### config.mk
export PLATFORM = sky130hd
export DESIGN_NAME = ahc_top
export DESIGN_NICKNAME = d
export VERILOG_FILES = /design/src/common/ahc_pkg.sv /design/src/verilog/ahc_pair.sv /design/src/verilog/ahc_sync.sv /design/src/verilog/ahc_top.sv
export SDC_FILE = /design/constraint.sdc
export NUM_CORES = 1
export LEC_CHECK = 0
export ABC_AREA = 0
export BUFFER_PORTS_ARGS = -buffer_cell sky130_fd_sc_hd__buf_4
export CORE_UTILIZATION = 35
export CTS_CLUSTER_DIAMETER = 100
export CTS_CLUSTER_SIZE = 10
export DETAILED_ROUTE_END_ITERATION = 8
export SLEW_MARGIN = 10
export SYNTH_ARGS = -nofsm -noshare
export SYNTH_HDL_FRONTEND = slang
export SYNTH_SLANG_ARGS = --single-unit
### constraint.sdc
create_clock -name clk_i -period 2.05 [get_ports clk_i]
set_clock_uncertainty 0.05 [all_clocks]
set_input_delay 0.41 -clock clk_i [delete_from_list [all_inputs] [get_ports clk_i]]
set_output_delay 0.41 -clock clk_i [all_outputs]
set_load 0.02 [all_outputs]
### src/common/ahc_pkg.sv
// Purpose: shared constants and types for the converter host-control block
// Assumes: 32-bit classic wishbone, one 100 MHz clock
// Notes: register offsets are byte addresses
package ahc_pkg;
  localparam int CLK_MHZ = 100;
  localparam int DATA_W = 16;
  localparam int NUM_PAIRS = 3;
  localparam int NUM_CH = 6;
  localparam int CONV_TICKS = 20;
  localparam logic [2:0] CH_LAST = 3'h5;
  // ---------------------------------------------------------------
  // register map
  // ---------------------------------------------------------------
  localparam logic [7:0] OFS_CONTROL_WORD = 8'h00;
  localparam logic [7:0] OFS_STATUS = 8'h04;
  localparam logic [7:0] OFS_FRAME_COUNT = 8'h08;
  localparam logic [31:0] CONTROL_WORD_RST = 32'h000003ff;
  localparam int BIT_SEQ_MODE = 23;
  localparam int BIT_CLK_SRC = 11;
  // status bit positions
  localparam int ST_BUSY = 0;
  localparam int ST_PD = 3;
  localparam int ST_STANDBY = 6;
  localparam int ST_SPAN4 = 7;
  localparam int ST_EXT_CLK = 8;
  localparam int ST_SW_CFG = 9;
  localparam int ST_SERIAL = 10;
  localparam int ST_HALF = 11;
  localparam int ST_CH = 12;
  // ---------------------------------------------------------------
  // synchronised control pins
  // ---------------------------------------------------------------
  typedef struct packed {
    logic parallel_select_n;
    logic read_enable_n;
    logic [NUM_PAIRS-1:0] pair_start;
    logic standby_n;
    logic span_clk;
    logic reset_pin;
    logic bus_width_select;
    logic high_byte_first;
    logic config_source_select;
    logic interface_select;
  } ahc_pins_t;
  localparam int PINS_W = $bits(ahc_pins_t);
endpackage : ahc_pkg

### src/verilog/ahc_pair.sv
// Purpose: conversion sequencer for one channel pair
// Assumes: go_i is a one-cycle start, tick_i paces the conversion
// Notes: dropping hold_i mid conversion parks the pair in partial power-down
`timescale 1ns/1ns
`default_nettype none
module ahc_pair
  import ahc_pkg::*;
#(
  parameter int TICKS = CONV_TICKS
) (
  input wire logic clk_i,
  input wire logic rst_i,
  input wire logic ce_i,
  input wire logic abort_i,
  input wire logic go_i,
  input wire logic hold_i,
  input wire logic tick_i,
  output logic busy_o,
  output logic pd_o,
  output logic done_o
);
  typedef enum logic [1:0] {
    AHC_IDLE = 2'b01,
    AHC_CONV = 2'b10
  } ahc_pstate_t;
  ahc_pstate_t state;
  ahc_pstate_t next_state;
  logic [7:0] cnt;
  logic [7:0] next_cnt;
  logic next_pd;
  logic next_done;

  always_comb begin
    next_state = state;
    next_cnt = cnt;
    next_pd = pd_o;
    next_done = 1'b0;
    if (ce_i) begin
      unique case (state)
        AHC_IDLE: begin
          if (go_i && !abort_i) begin
            next_state = AHC_CONV;
            next_cnt = 8'(TICKS - 1);
            next_pd = 1'b0;
          end
        end
        AHC_CONV: begin
          if (abort_i) begin
            next_state = AHC_IDLE;
          end else if (!hold_i) begin
            next_state = AHC_IDLE;
            next_pd = 1'b1;
          end else if (tick_i) begin
            if (cnt == 8'h00) begin
              next_state = AHC_IDLE;
              next_done = 1'b1;
            end else begin
              next_cnt = cnt - 8'h01;
            end
          end
        end
      endcase
    end
  end

  always_ff @(posedge clk_i) begin
    if (rst_i) begin
      state <= AHC_IDLE;
      cnt <= 8'h00;
      pd_o <= 1'b0;
      done_o <= 1'b0;
    end else begin
      state <= next_state;
      cnt <= next_cnt;
      pd_o <= next_pd;
      done_o <= next_done;
    end
  end

  assign busy_o = (state == AHC_CONV);
endmodule : ahc_pair
`default_nettype wire

### src/verilog/ahc_sync.sv
// Purpose: two flip-flop synchroniser for pin inputs
// Assumes: inputs are asynchronous to clk_i
// Notes: the first stage feeds only the second
`timescale 1ns/1ns
`default_nettype none
module ahc_sync #(
  parameter int W = 1
) (
  input wire logic clk_i,
  input wire logic rst_i,
  input wire logic ce_i,
  input wire logic [W-1:0] d_i,
  output logic [W-1:0] q_o
);
  logic [W-1:0] meta;
  logic [W-1:0] next_meta;
  logic [W-1:0] next_q;

  always_comb begin
    next_meta = meta;
    next_q = q_o;
    if (ce_i) begin
      next_meta = d_i;
      next_q = meta;
    end
  end

  always_ff @(posedge clk_i) begin
    if (rst_i) begin
      meta <= '0;
      q_o <= '0;
    end else begin
      meta <= next_meta;
      q_o <= next_q;
    end
  end
endmodule : ahc_sync
`default_nettype wire

### src/verilog/ahc_top.sv
// Purpose: device-side control of a six-channel simultaneous-sampling converter
// Assumes: control pins are asynchronous; conv_code_i is on clk_i from the analog core
// Notes: control word and status are reached over classic wishbone
//
// Notes on behaviour
// - parallel interface works only while parallel_select_n is low.
// - serial mode: a falling frame_sync_n edge starts each frame transfer.
// - data_bus is driven only while read_enable_n is low.
// - hardware mode: rising pair start converts both inputs of that pair.
// - start must stay high through conversion, else pair goes to partial power-down.
// - software mode: pair B and C starts act only with sequential mode set.
// - software sequential mode: pair A start converts pair A only.
// - standby_n low clears powered, aborts every pair and disables data_bus; span select is not gated.
// - hardware mode: span pin low selects plus or minus four reference span.
// - software mode: span pin is the external conversion clock when clock bit set.
// - reset pin high aborts any conversion in progress.
// - reset loads the control word with its fixed default.
// - word mode: each result moves as one 16-bit word on all lines.
// - byte mode: two accesses on the upper byte, order set by high_byte_first.
// - busy rises at conversion start and stays high until it finishes.
// - interface_select low picks parallel, high picks serial pin roles.
`timescale 1ns/1ns
`default_nettype none
module ahc_top
  import ahc_pkg::*;
#(
  parameter int TICKS = CONV_TICKS
) (
  input wire logic clk_i,
  input wire logic rst_i,
  input wire logic ce_i,
  input wire logic wb_cyc_i,
  input wire logic wb_stb_i,
  input wire logic wb_we_i,
  input wire logic [7:0] wb_adr_i,
  input wire logic [3:0] wb_sel_i,
  input wire logic [31:0] wb_dat_i,
  output logic [31:0] wb_dat_o,
  output logic wb_ack_o,
  input wire logic parallel_select_n_i,
  input wire logic read_enable_n_i,
  input wire logic [NUM_PAIRS-1:0] pair_start_i,
  input wire logic standby_n_i,
  input wire logic span_clk_i,
  input wire logic reset_pin_i,
  input wire logic bus_width_select_i,
  input wire logic high_byte_first_i,
  input wire logic config_source_select_i,
  input wire logic interface_select_i,
  input wire logic [NUM_CH-1:0][DATA_W-1:0] conv_code_i,
  output logic [DATA_W-1:0] data_bus_o,
  output logic data_bus_oe_o,
  output logic busy_o,
  output logic powered_o,
  output logic span_4ref_o
);
  // ---------------------------------------------------------------
  // pin synchronisation and edges
  // ---------------------------------------------------------------
  ahc_pins_t pins_raw;
  ahc_pins_t pins;
  ahc_pins_t pins_q;
  ahc_pins_t next_pins_q;

  assign pins_raw = '{parallel_select_n: parallel_select_n_i,
                      read_enable_n: read_enable_n_i,
                      pair_start: pair_start_i,
                      standby_n: standby_n_i,
                      span_clk: span_clk_i,
                      reset_pin: reset_pin_i,
                      bus_width_select: bus_width_select_i,
                      high_byte_first: high_byte_first_i,
                      config_source_select: config_source_select_i,
                      interface_select: interface_select_i};

  ahc_sync #(.W(PINS_W)) u_sync (
    .clk_i(clk_i),
    .rst_i(rst_i),
    .ce_i(ce_i),
    .d_i(pins_raw),
    .q_o(pins)
  );

  always_comb begin
    next_pins_q = ce_i ? pins : pins_q;
  end

  always_ff @(posedge clk_i) begin
    if (rst_i) begin
      pins_q <= '0;
    end else begin
      pins_q <= next_pins_q;
    end
  end

  logic sw_cfg;
  logic serial;
  logic standby;
  logic abort;
  logic seq_mode;
  logic ext_clk;
  logic [NUM_PAIRS-1:0] start_rise;
  logic span_rise;
  logic rd_fall;
  logic rd_rise;
  logic fs_fall;
  logic [31:0] control_word;

  assign sw_cfg = pins.config_source_select;
  assign serial = pins.interface_select;
  assign standby = !pins.standby_n;
  assign abort = pins.reset_pin || standby;
  assign seq_mode = control_word[BIT_SEQ_MODE];
  assign ext_clk = sw_cfg && control_word[BIT_CLK_SRC];
  assign start_rise = pins.pair_start & ~pins_q.pair_start;
  assign span_rise = pins.span_clk && !pins_q.span_clk;
  // the shared select pin: chip select in parallel, frame sync in serial
  assign rd_fall = !serial && !pins.parallel_select_n
                   && !pins.read_enable_n && pins_q.read_enable_n;
  assign rd_rise = !serial && !pins.parallel_select_n
                   && pins.read_enable_n && !pins_q.read_enable_n;
  assign fs_fall = serial && !pins.parallel_select_n
                   && pins_q.parallel_select_n;

  // ---------------------------------------------------------------
  // conversion start steering and pair sequencers
  // ---------------------------------------------------------------
  logic [NUM_PAIRS-1:0] go;
  logic [NUM_PAIRS-1:0] hold;
  logic [NUM_PAIRS-1:0] pair_busy;
  logic [NUM_PAIRS-1:0] pair_pd;
  logic [NUM_PAIRS-1:0] pair_done;
  logic tick;

  // external clock paces conversion when selected, else every cycle
  assign tick = ext_clk ? span_rise : 1'b1;

  always_comb begin
    go = '0;
    hold = pins.pair_start;
    if (!sw_cfg) begin
      go = start_rise;
    end else if (seq_mode) begin
      go = start_rise;
    end else begin
      // pair a start launches every pair; b and c pins are tied off
      go = {NUM_PAIRS{start_rise[0]}};
      hold = {NUM_PAIRS{pins.pair_start[0]}};
    end
  end

  for (genvar p = 0; p < NUM_PAIRS; p++) begin : g_pair
    ahc_pair #(.TICKS(TICKS)) u_pair (
      .clk_i(clk_i),
      .rst_i(rst_i),
      .ce_i(ce_i),
      .abort_i(abort),
      .go_i(go[p]),
      .hold_i(hold[p]),
      .tick_i(tick),
      .busy_o(pair_busy[p]),
      .pd_o(pair_pd[p]),
      .done_o(pair_done[p])
    );
  end

  // ---------------------------------------------------------------
  // results, read pointer and data bus
  // ---------------------------------------------------------------
  logic [DATA_W-1:0] result [NUM_CH];
  logic [DATA_W-1:0] next_result [NUM_CH];
  logic [2:0] rd_ch;
  logic [2:0] next_rd_ch;
  logic rd_half;
  logic next_rd_half;
  logic [DATA_W-1:0] next_data_bus;
  logic next_data_bus_oe;
  logic [DATA_W-1:0] cur_word;
  logic [7:0] cur_byte;
  logic [15:0] frame_count;
  logic [15:0] next_frame_count;

  assign cur_word = result[rd_ch];
  assign cur_byte = (rd_half ^ pins.high_byte_first) ? cur_word[15:8]
                                                     : cur_word[7:0];

  always_comb begin
    next_result = result;
    next_rd_ch = rd_ch;
    next_rd_half = rd_half;
    next_data_bus = data_bus_o;
    next_data_bus_oe = data_bus_oe_o;
    next_frame_count = frame_count;
    if (ce_i) begin
      for (int p = 0; p < NUM_PAIRS; p++) begin
        if (pair_done[p]) begin
          next_result[2*p] = conv_code_i[2*p];
          next_result[2*p+1] = conv_code_i[2*p+1];
        end
      end
      if (|go || fs_fall) begin
        next_rd_ch = 3'h0;
        next_rd_half = 1'b0;
      end else if (rd_rise) begin
        if (pins.bus_width_select && !rd_half) begin
          next_rd_half = 1'b1;
        end else begin
          next_rd_half = 1'b0;
          next_rd_ch = (rd_ch == CH_LAST) ? 3'h0 : rd_ch + 3'h1;
        end
      end
      if (fs_fall) begin
        next_frame_count = frame_count + 16'h0001;
      end
      if (rd_fall) begin
        if (pins.bus_width_select) begin
          next_data_bus = {cur_byte, 8'h00};
        end else begin
          next_data_bus = cur_word;
        end
      end
      next_data_bus_oe = !serial && !pins.parallel_select_n
                         && !pins.read_enable_n && !standby;
    end
  end

  always_ff @(posedge clk_i) begin
    if (rst_i) begin
      for (int i = 0; i < NUM_CH; i++) begin
        result[i] <= '0;
      end
      rd_ch <= 3'h0;
      rd_half <= 1'b0;
      data_bus_o <= '0;
      data_bus_oe_o <= 1'b0;
      frame_count <= 16'h0000;
    end else begin
      result <= next_result;
      rd_ch <= next_rd_ch;
      rd_half <= next_rd_half;
      data_bus_o <= next_data_bus;
      data_bus_oe_o <= next_data_bus_oe;
      frame_count <= next_frame_count;
    end
  end

  // ---------------------------------------------------------------
  // status pins
  // ---------------------------------------------------------------
  logic next_busy;
  logic next_powered;
  logic next_span4;

  always_comb begin
    next_busy = busy_o;
    next_powered = powered_o;
    next_span4 = span_4ref_o;
    if (ce_i) begin
      next_busy = |pair_busy;
      next_powered = !standby;
      next_span4 = !sw_cfg && !pins.span_clk;
    end
  end

  always_ff @(posedge clk_i) begin
    if (rst_i) begin
      busy_o <= 1'b0;
      powered_o <= 1'b0;
      span_4ref_o <= 1'b0;
    end else begin
      busy_o <= next_busy;
      powered_o <= next_powered;
      span_4ref_o <= next_span4;
    end
  end

  // ---------------------------------------------------------------
  // wishbone slave
  // ---------------------------------------------------------------
  logic [31:0] status;
  logic [31:0] next_control_word;
  logic [31:0] next_wb_dat;
  logic next_wb_ack;
  logic wb_req;

  assign wb_req = wb_cyc_i && wb_stb_i && !wb_ack_o;

  always_comb begin
    status = '0;
    status[ST_BUSY +: NUM_PAIRS] = pair_busy;
    status[ST_PD +: NUM_PAIRS] = pair_pd;
    status[ST_STANDBY] = standby;
    status[ST_SPAN4] = span_4ref_o;
    status[ST_EXT_CLK] = ext_clk;
    status[ST_SW_CFG] = sw_cfg;
    status[ST_SERIAL] = serial;
    status[ST_HALF] = rd_half;
    status[ST_CH +: 3] = rd_ch;
  end

  always_comb begin
    next_control_word = control_word;
    next_wb_dat = wb_dat_o;
    next_wb_ack = wb_ack_o;
    if (ce_i) begin
      next_wb_ack = wb_req;
      if (wb_req) begin
        unique case (wb_adr_i)
          OFS_CONTROL_WORD: next_wb_dat = control_word;
          OFS_STATUS: next_wb_dat = status;
          OFS_FRAME_COUNT: next_wb_dat = {16'h0000, frame_count};
          default: next_wb_dat = '0;
        endcase
        if (wb_we_i && wb_adr_i == OFS_CONTROL_WORD) begin
          for (int b = 0; b < 4; b++) begin
            if (wb_sel_i[b]) begin
              next_control_word[8*b +: 8] = wb_dat_i[8*b +: 8];
            end
          end
        end
      end
      if (pins.reset_pin) begin
        next_control_word = CONTROL_WORD_RST;
      end
    end
  end

  always_ff @(posedge clk_i) begin
    if (rst_i) begin
      control_word <= CONTROL_WORD_RST;
      wb_dat_o <= '0;
      wb_ack_o <= 1'b0;
    end else begin
      control_word <= next_control_word;
      wb_dat_o <= next_wb_dat;
      wb_ack_o <= next_wb_ack;
    end
  end
endmodule : ahc_top
`default_nettype wire
* Yosys cells after proc, flatten, opt, wreduce, memory -nomap -nowiden
Cells that the tools add are included.
Word-level totals: bits in registers 267, bits of input ports 158, word-level logic and storage cells 234
Cells by class: eq/ne operators 34, reductions and logical operators 68, muxes and demuxes 76, $add $sub $neg 5, order comparisons 1, bitwise operators 12
Operators by type and width (count):
- 2-to-1 mux 8 bit | 20
- 2-to-1 mux 32 bit | 3
- case mux 32 bit (3 select lines) | 1
- binary-select mux 16 bit (select 3 bit) | 1
- 2-to-1 mux 16 bit | 3
- case mux 8 bit (2 select lines) | 3
- AND reduction 4 bit | 10
- logical NOT 8 bit | 4
- 2-to-1 mux 2 bit | 15
- != test 2 bit, second input constant | 15
- 2-to-1 mux 3 bit | 8
- subtractor 8 x 1 -> 8 bit, second input constant | 3
- != test 4 x 3 -> 1 bit, second input constant | 5
- logical AND 1 bit | 18
- AND reduction 6 bit | 3
- OR reduction 6 bit | 3
- adder 16 x 1 -> 16 bit, second input constant | 1
- 2-to-1 mux 1 bit | 16
- AND reduction 2 bit | 7
- nonzero test 2 bit | 7
- case mux 2 bit (2 select lines) | 3
- logical NOT 1 bit | 11
- equality test 8 x 3 -> 1 bit, second input constant | 1
- equality test 8 x 4 -> 1 bit, second input constant | 1
- other kinds (16) | 34

* Logic depth before layout (Yosys ltp)
depth in word-level cells 8, depth in mapped cells 8

* Hierarchy
A second synthesis with hierarchy kept.
Second synthesis, totals: cell total of the unflattened synthesis 1373, area total of the unflattened synthesis 11757.5 um^2
Modules (own cells, without submodules):
- ahc_top | times used 1, area each 8677.1 um^2, cells an instance 1026, seq. area each 4144.0 um^2
- ahc_pair | times used 3, area each 737.0 um^2, cells an instance 90, seq. area each 240.2 um^2
- ahc_sync | times used 1, area each 869.6 um^2, cells an instance 77, seq. area each 480.5 um^2

* Worst setup path after synthesis
No wires, ideal clock.
path kind input-to-reg, start input ce_i, end register frame_count[8], arrival time 1.845 ns, data required time 1.930 ns, buffers on the path 2, setup time 0.070 ns, stages on the path 6, setup slack 0.085 ns, path through buf_2 nand4b_1 or4_1 clkbuf_1 or3_1 a21oi_1
On the way: word-level cells in the longest chain between the ends 1
RTL lines:
- start: declaration | line ahc_top.sv:31 | input wire logic ce_i,
- AND reduction 2 bit (no source line)
- end signal: assignment | line ahc_top.sv:243 | frame_count <= next_frame_count;
- end: declaration | line ahc_top.sv:180 | logic [15:0] frame_count;
No other way between the ends. A chain may end at the register's enable or synchronous reset.

* Final worst setup path
start register g_pair[0].u_pair.cnt[3], end register g_pair[0].u_pair.cnt[1]
On the way: word-level cells in the longest chain between the ends 3
RTL lines:
- start: declaration | line ahc_pair.sv:28 | logic [7:0] cnt;
- start signal: assignment | line ahc_pair.sv:74 | cnt <= next_cnt;
- logical NOT 8 bit | line ahc_pair.sv:54 | if (cnt == 8'h00) begin
- != test 2 bit (no source line)
- AND reduction 6 bit (no source line)
No other way between the ends.

==> results.toml <==
[outcome]
status = "finished clean"

[logic_synthesis]
yosysWarnings = 0
synth_top_cell_area_share_pct = 46.5
synth_edf_count = 0
ys_seq_area_share_pct = 46.5
syn-mean-instance-area_um2 = 8.71
synthArstFlopShare_pct = 0
synth-seq-cells = 267
synth_area_leaders = "dfxtp_1 47%, nand2_1 8.6%, mux2i_1 7.2%"
netlist_instances = 1318
ys_types = 71
synth_top_cell_by_area = "dfxtp_1"
ys.flop_type = "dfxtp_1"
syn_nets = 1483
syn_area_um2 = 11500

[power_and_ir_drop]
powerDensity_nw_per_um2 = 711
ir_drop_mv = 0.538
p_leak_nw = 5.77

[clocking]
cts.root.buffer_cell = "clkbuf_16"
clkSinkCount = 267
clkTransAtPathRegs_ns = 0.06
clock_tree.buffer_depth = 3
postCtsSetupBuffers = 0
cts_htree_levels = 1
clk_latency_ns = 0.54
cts_buffers = 30
cts_tree = "done"

[detailed_routing]
drc = 0
drt-pass1-iter-count = 5
wl_per_cell_um = 16.7
ant_nets = 0
avgViaCountPerCell = 5.12
vias = 10200
drt_iter0_markers = 742
wl_um = 33100

[sta]
setup_viol = 0
maxSlewHeadroom_pct = 52.4
fin_ws_ns = 0.111
worstMarginPinSlew_ns = 0.711
rsz0062_at_grt = "no"
clock.fmax_mhz = 516
drv_slew = 0
fin_crit_ns = 1.94
fin_setup_tns_ns = 0
hold_viol_final = 0
fin_crit_sh_pct = 94.6

[flow_run]
drv_cap = 0

[place]
port_buffers = 210
pre_cts_slack_ns = -0.199
place_congestion = 0.842
dp_hpwl_um = 23900

[floorplanning]
core-area_um2 = 31900
start_util_pct = 36.0
rows = 65
die_area_um2 = 33500
io_pins = 211
dieWidth_um = 183
die_y_um = 183

[worst_setup_path]
cp_cell_sequence = "or4_4 > or3_4 > nand4b_4 > buf_4 > nor2_1 > a311oi_1"
critPathMaxStageDelay_ns = 0.54
worstPathRequired_ns = 2.46
worst-r2r-cell-count = 6
reg2reg_from = "g_pair[0].u_pair.cnt[3]$_SDFFE_PP0P_"
slowest_stage = "or4_4"
crit_path_max_fanout = 6
r2r_slack_ns = 0.11
reg2reg_to = "g_pair[0].u_pair.cnt[1]$_SDFFE_PP0P_"
crit_start = "g_pair[0].u_pair.cnt[3]$_SDFFE_PP0P_"
worst_setup_path_start_kind = "flip-flop"
cp.arrival_ns = 2.35
critPathKind = "flip-flop to flip-flop"
end_kind = "flip-flop"

[global_routing]
grt_first_pass_wirelength_um = 51200
grt_pass1_vias = 9515
grt_start_max_net_pins = 109
grt_usage_pct = 19.0
grt_overflow = 0
antenna_found_initial = 0

[layout]
layout_commonest_cell = "buf_4"
drive_gt1_share_pct = 23.8
area_delta_synth_final_pct = 28.8
fillers = 3189
mostFrequentLayoutCells = "274 x buf_4, 265 x dfxtp_1, 260 x nand2_1"
diodes = 0
nets = 1713

[worst_hold_path]
hold_class = "primary input to flip-flop"
min-delay-start = "wb_dat_i[4]"
hold_path_depth = 2
holdPathEnd = "control_word[4]$_SDFFE_PP1P_"
worst max-delay path: cells and delay by family, from the launching register on:
kind | cells | cell delay [ns]
flops | 1 | 0.34
compound gates | 1 | 0.21
simple gates | 4 | 1.11
buf+inv | 1 | 0.14
registers in the layout, summed over array words and instances, names as in the netlist, 6 cells and up:
name / cells
result: 96
u_sync.meta: 12
frame_count: 16
wb_dat_o: 32
pins_q: 6
g_pair.u_pair.cnt: 24
g_pair.u_pair.state: 6
u_sync.q_o: 12
control_word: 32
data_bus_o: 16
worst max-delay path by stage:
stage	endpoint	slack (ns)	cells after the start
2_1_floorplan	frame_count[8]$_SDFFE_PP0P_	0.08	6
3_3_place_gp	control_word[12]$_SDFFE_PP0P_	-0.17	8
3_5_place_dp	control_word[14]$_SDFFE_PP0P_	-0.20	8
4_1_cts	g_pair[0].u_pair.cnt[1]$_SDFFE_PP0P_	0.04	6
5_1_grt	g_pair[2].u_pair.cnt[7]$_SDFFE_PP0P_	0.008	6
6_report	g_pair[0].u_pair.cnt[1]$_SDFFE_PP0P_	0.11	6
synth_stat cells (4+ instances only):
cell       number
dfxtp_1       267
nand2_1       262
a21oi_1       148
nor2_1         92
mux2i_1        83
clkbuf_1       68
o21ai_0        35
nand3_1        29
inv_1          27
a22oi_1        24
a22o_1         22
mux4_2         16
nor3_1         16
nor4_1         16
buf_2          14
nor2b_1        12
nand2b_1       10
or4_1          10
a2bb2oi_1       9
a31oi_1         9
o211ai_1        9
o22ai_1         9
o21a_1          8
o22a_1          8
xor2_1          8
and3_1          7
ha_1            7
buf_1           6
o31ai_1         6
or3_1           6
xnor2_1         6
a311o_1         5
a311oi_1        5
or3_2           5
and2_1          4
or2_2           4
timing repair:
action / in CTS / in global routing
hold endpoints to repair: 1 / 0
hold buffers: 1 / 0
endpoints found under the setup margin: 0 / 15
resized for setup: 0 / 9
layer usage:
layer | global-route usage [%] | routed length [um] | up-vias
li1 | - | - | 5112
met1 | 27.1 | 15700 | 4815
met2 | 30.4 | 15500 | 187
met3 | 2.07 | 1330 | 41
met4 | 4.80 | 560 | 0
met5 | 0 | 0 | -
cell type report:
| cell class | count | area (um^2) | area share [%] |
|---|---|---|---|
| Tap cell | 435 | 544 | 3.68 |
| Inverter | 28 | 105 | 0.710 |
| Sequential cell | 267 | 5350 | 36.1 |
| Clock inverter | 1 | 5.00 | 0.0338 |
| Multi-Input combinational cell | 934 | 5720 | 38.6 |
| Timing Repair Buffer | 287 | 2300 | 15.5 |
| Clock buffer | 31 | 776 | 5.24 |
cell families after synthesis:
group / synth area share [%]
and+or+nand+nor: 19.3
AOI/OAI and AO/OA: 17.9
DFF: 46.5
buffers and inverters: 4.14
muxes: 10.4
xor gates and xnor gates: 1.07
adders and majority gates: 0.763
where the power goes:
part / switching [mW] / leakage (nW) / internal, mW
registers: 0.0272 / 2.16 / 5.23
logic: 0.336 / 3.23 / 0.344
clock network: 1.96 / 0.386 / 2.63
metrics by stage:
stage | util [%] | hold WS (ns) | instances | total power [mW] | instance area (um^2)
4_1_cts | 46.2 | 0.000467 | 1982 | 10.6 | 14700
3_3_place_gp | 43.8 | 0.388 | 1949 | 6.04 | 13900
2_1_floorplan | - | 0.378 | 1318 | 5.65 | 11500
5_1_grt | 46.4 | 0.0122 | 1983 | 10.9 | 14800
6_report | 46.4 | 0.0195 | 1983 | 10.5 | 14800
3_5_place_dp | 43.8 | 0.390 | 1949 | 6.04 | 13900
Note: power is estimated with default switching activity, not from simulation.
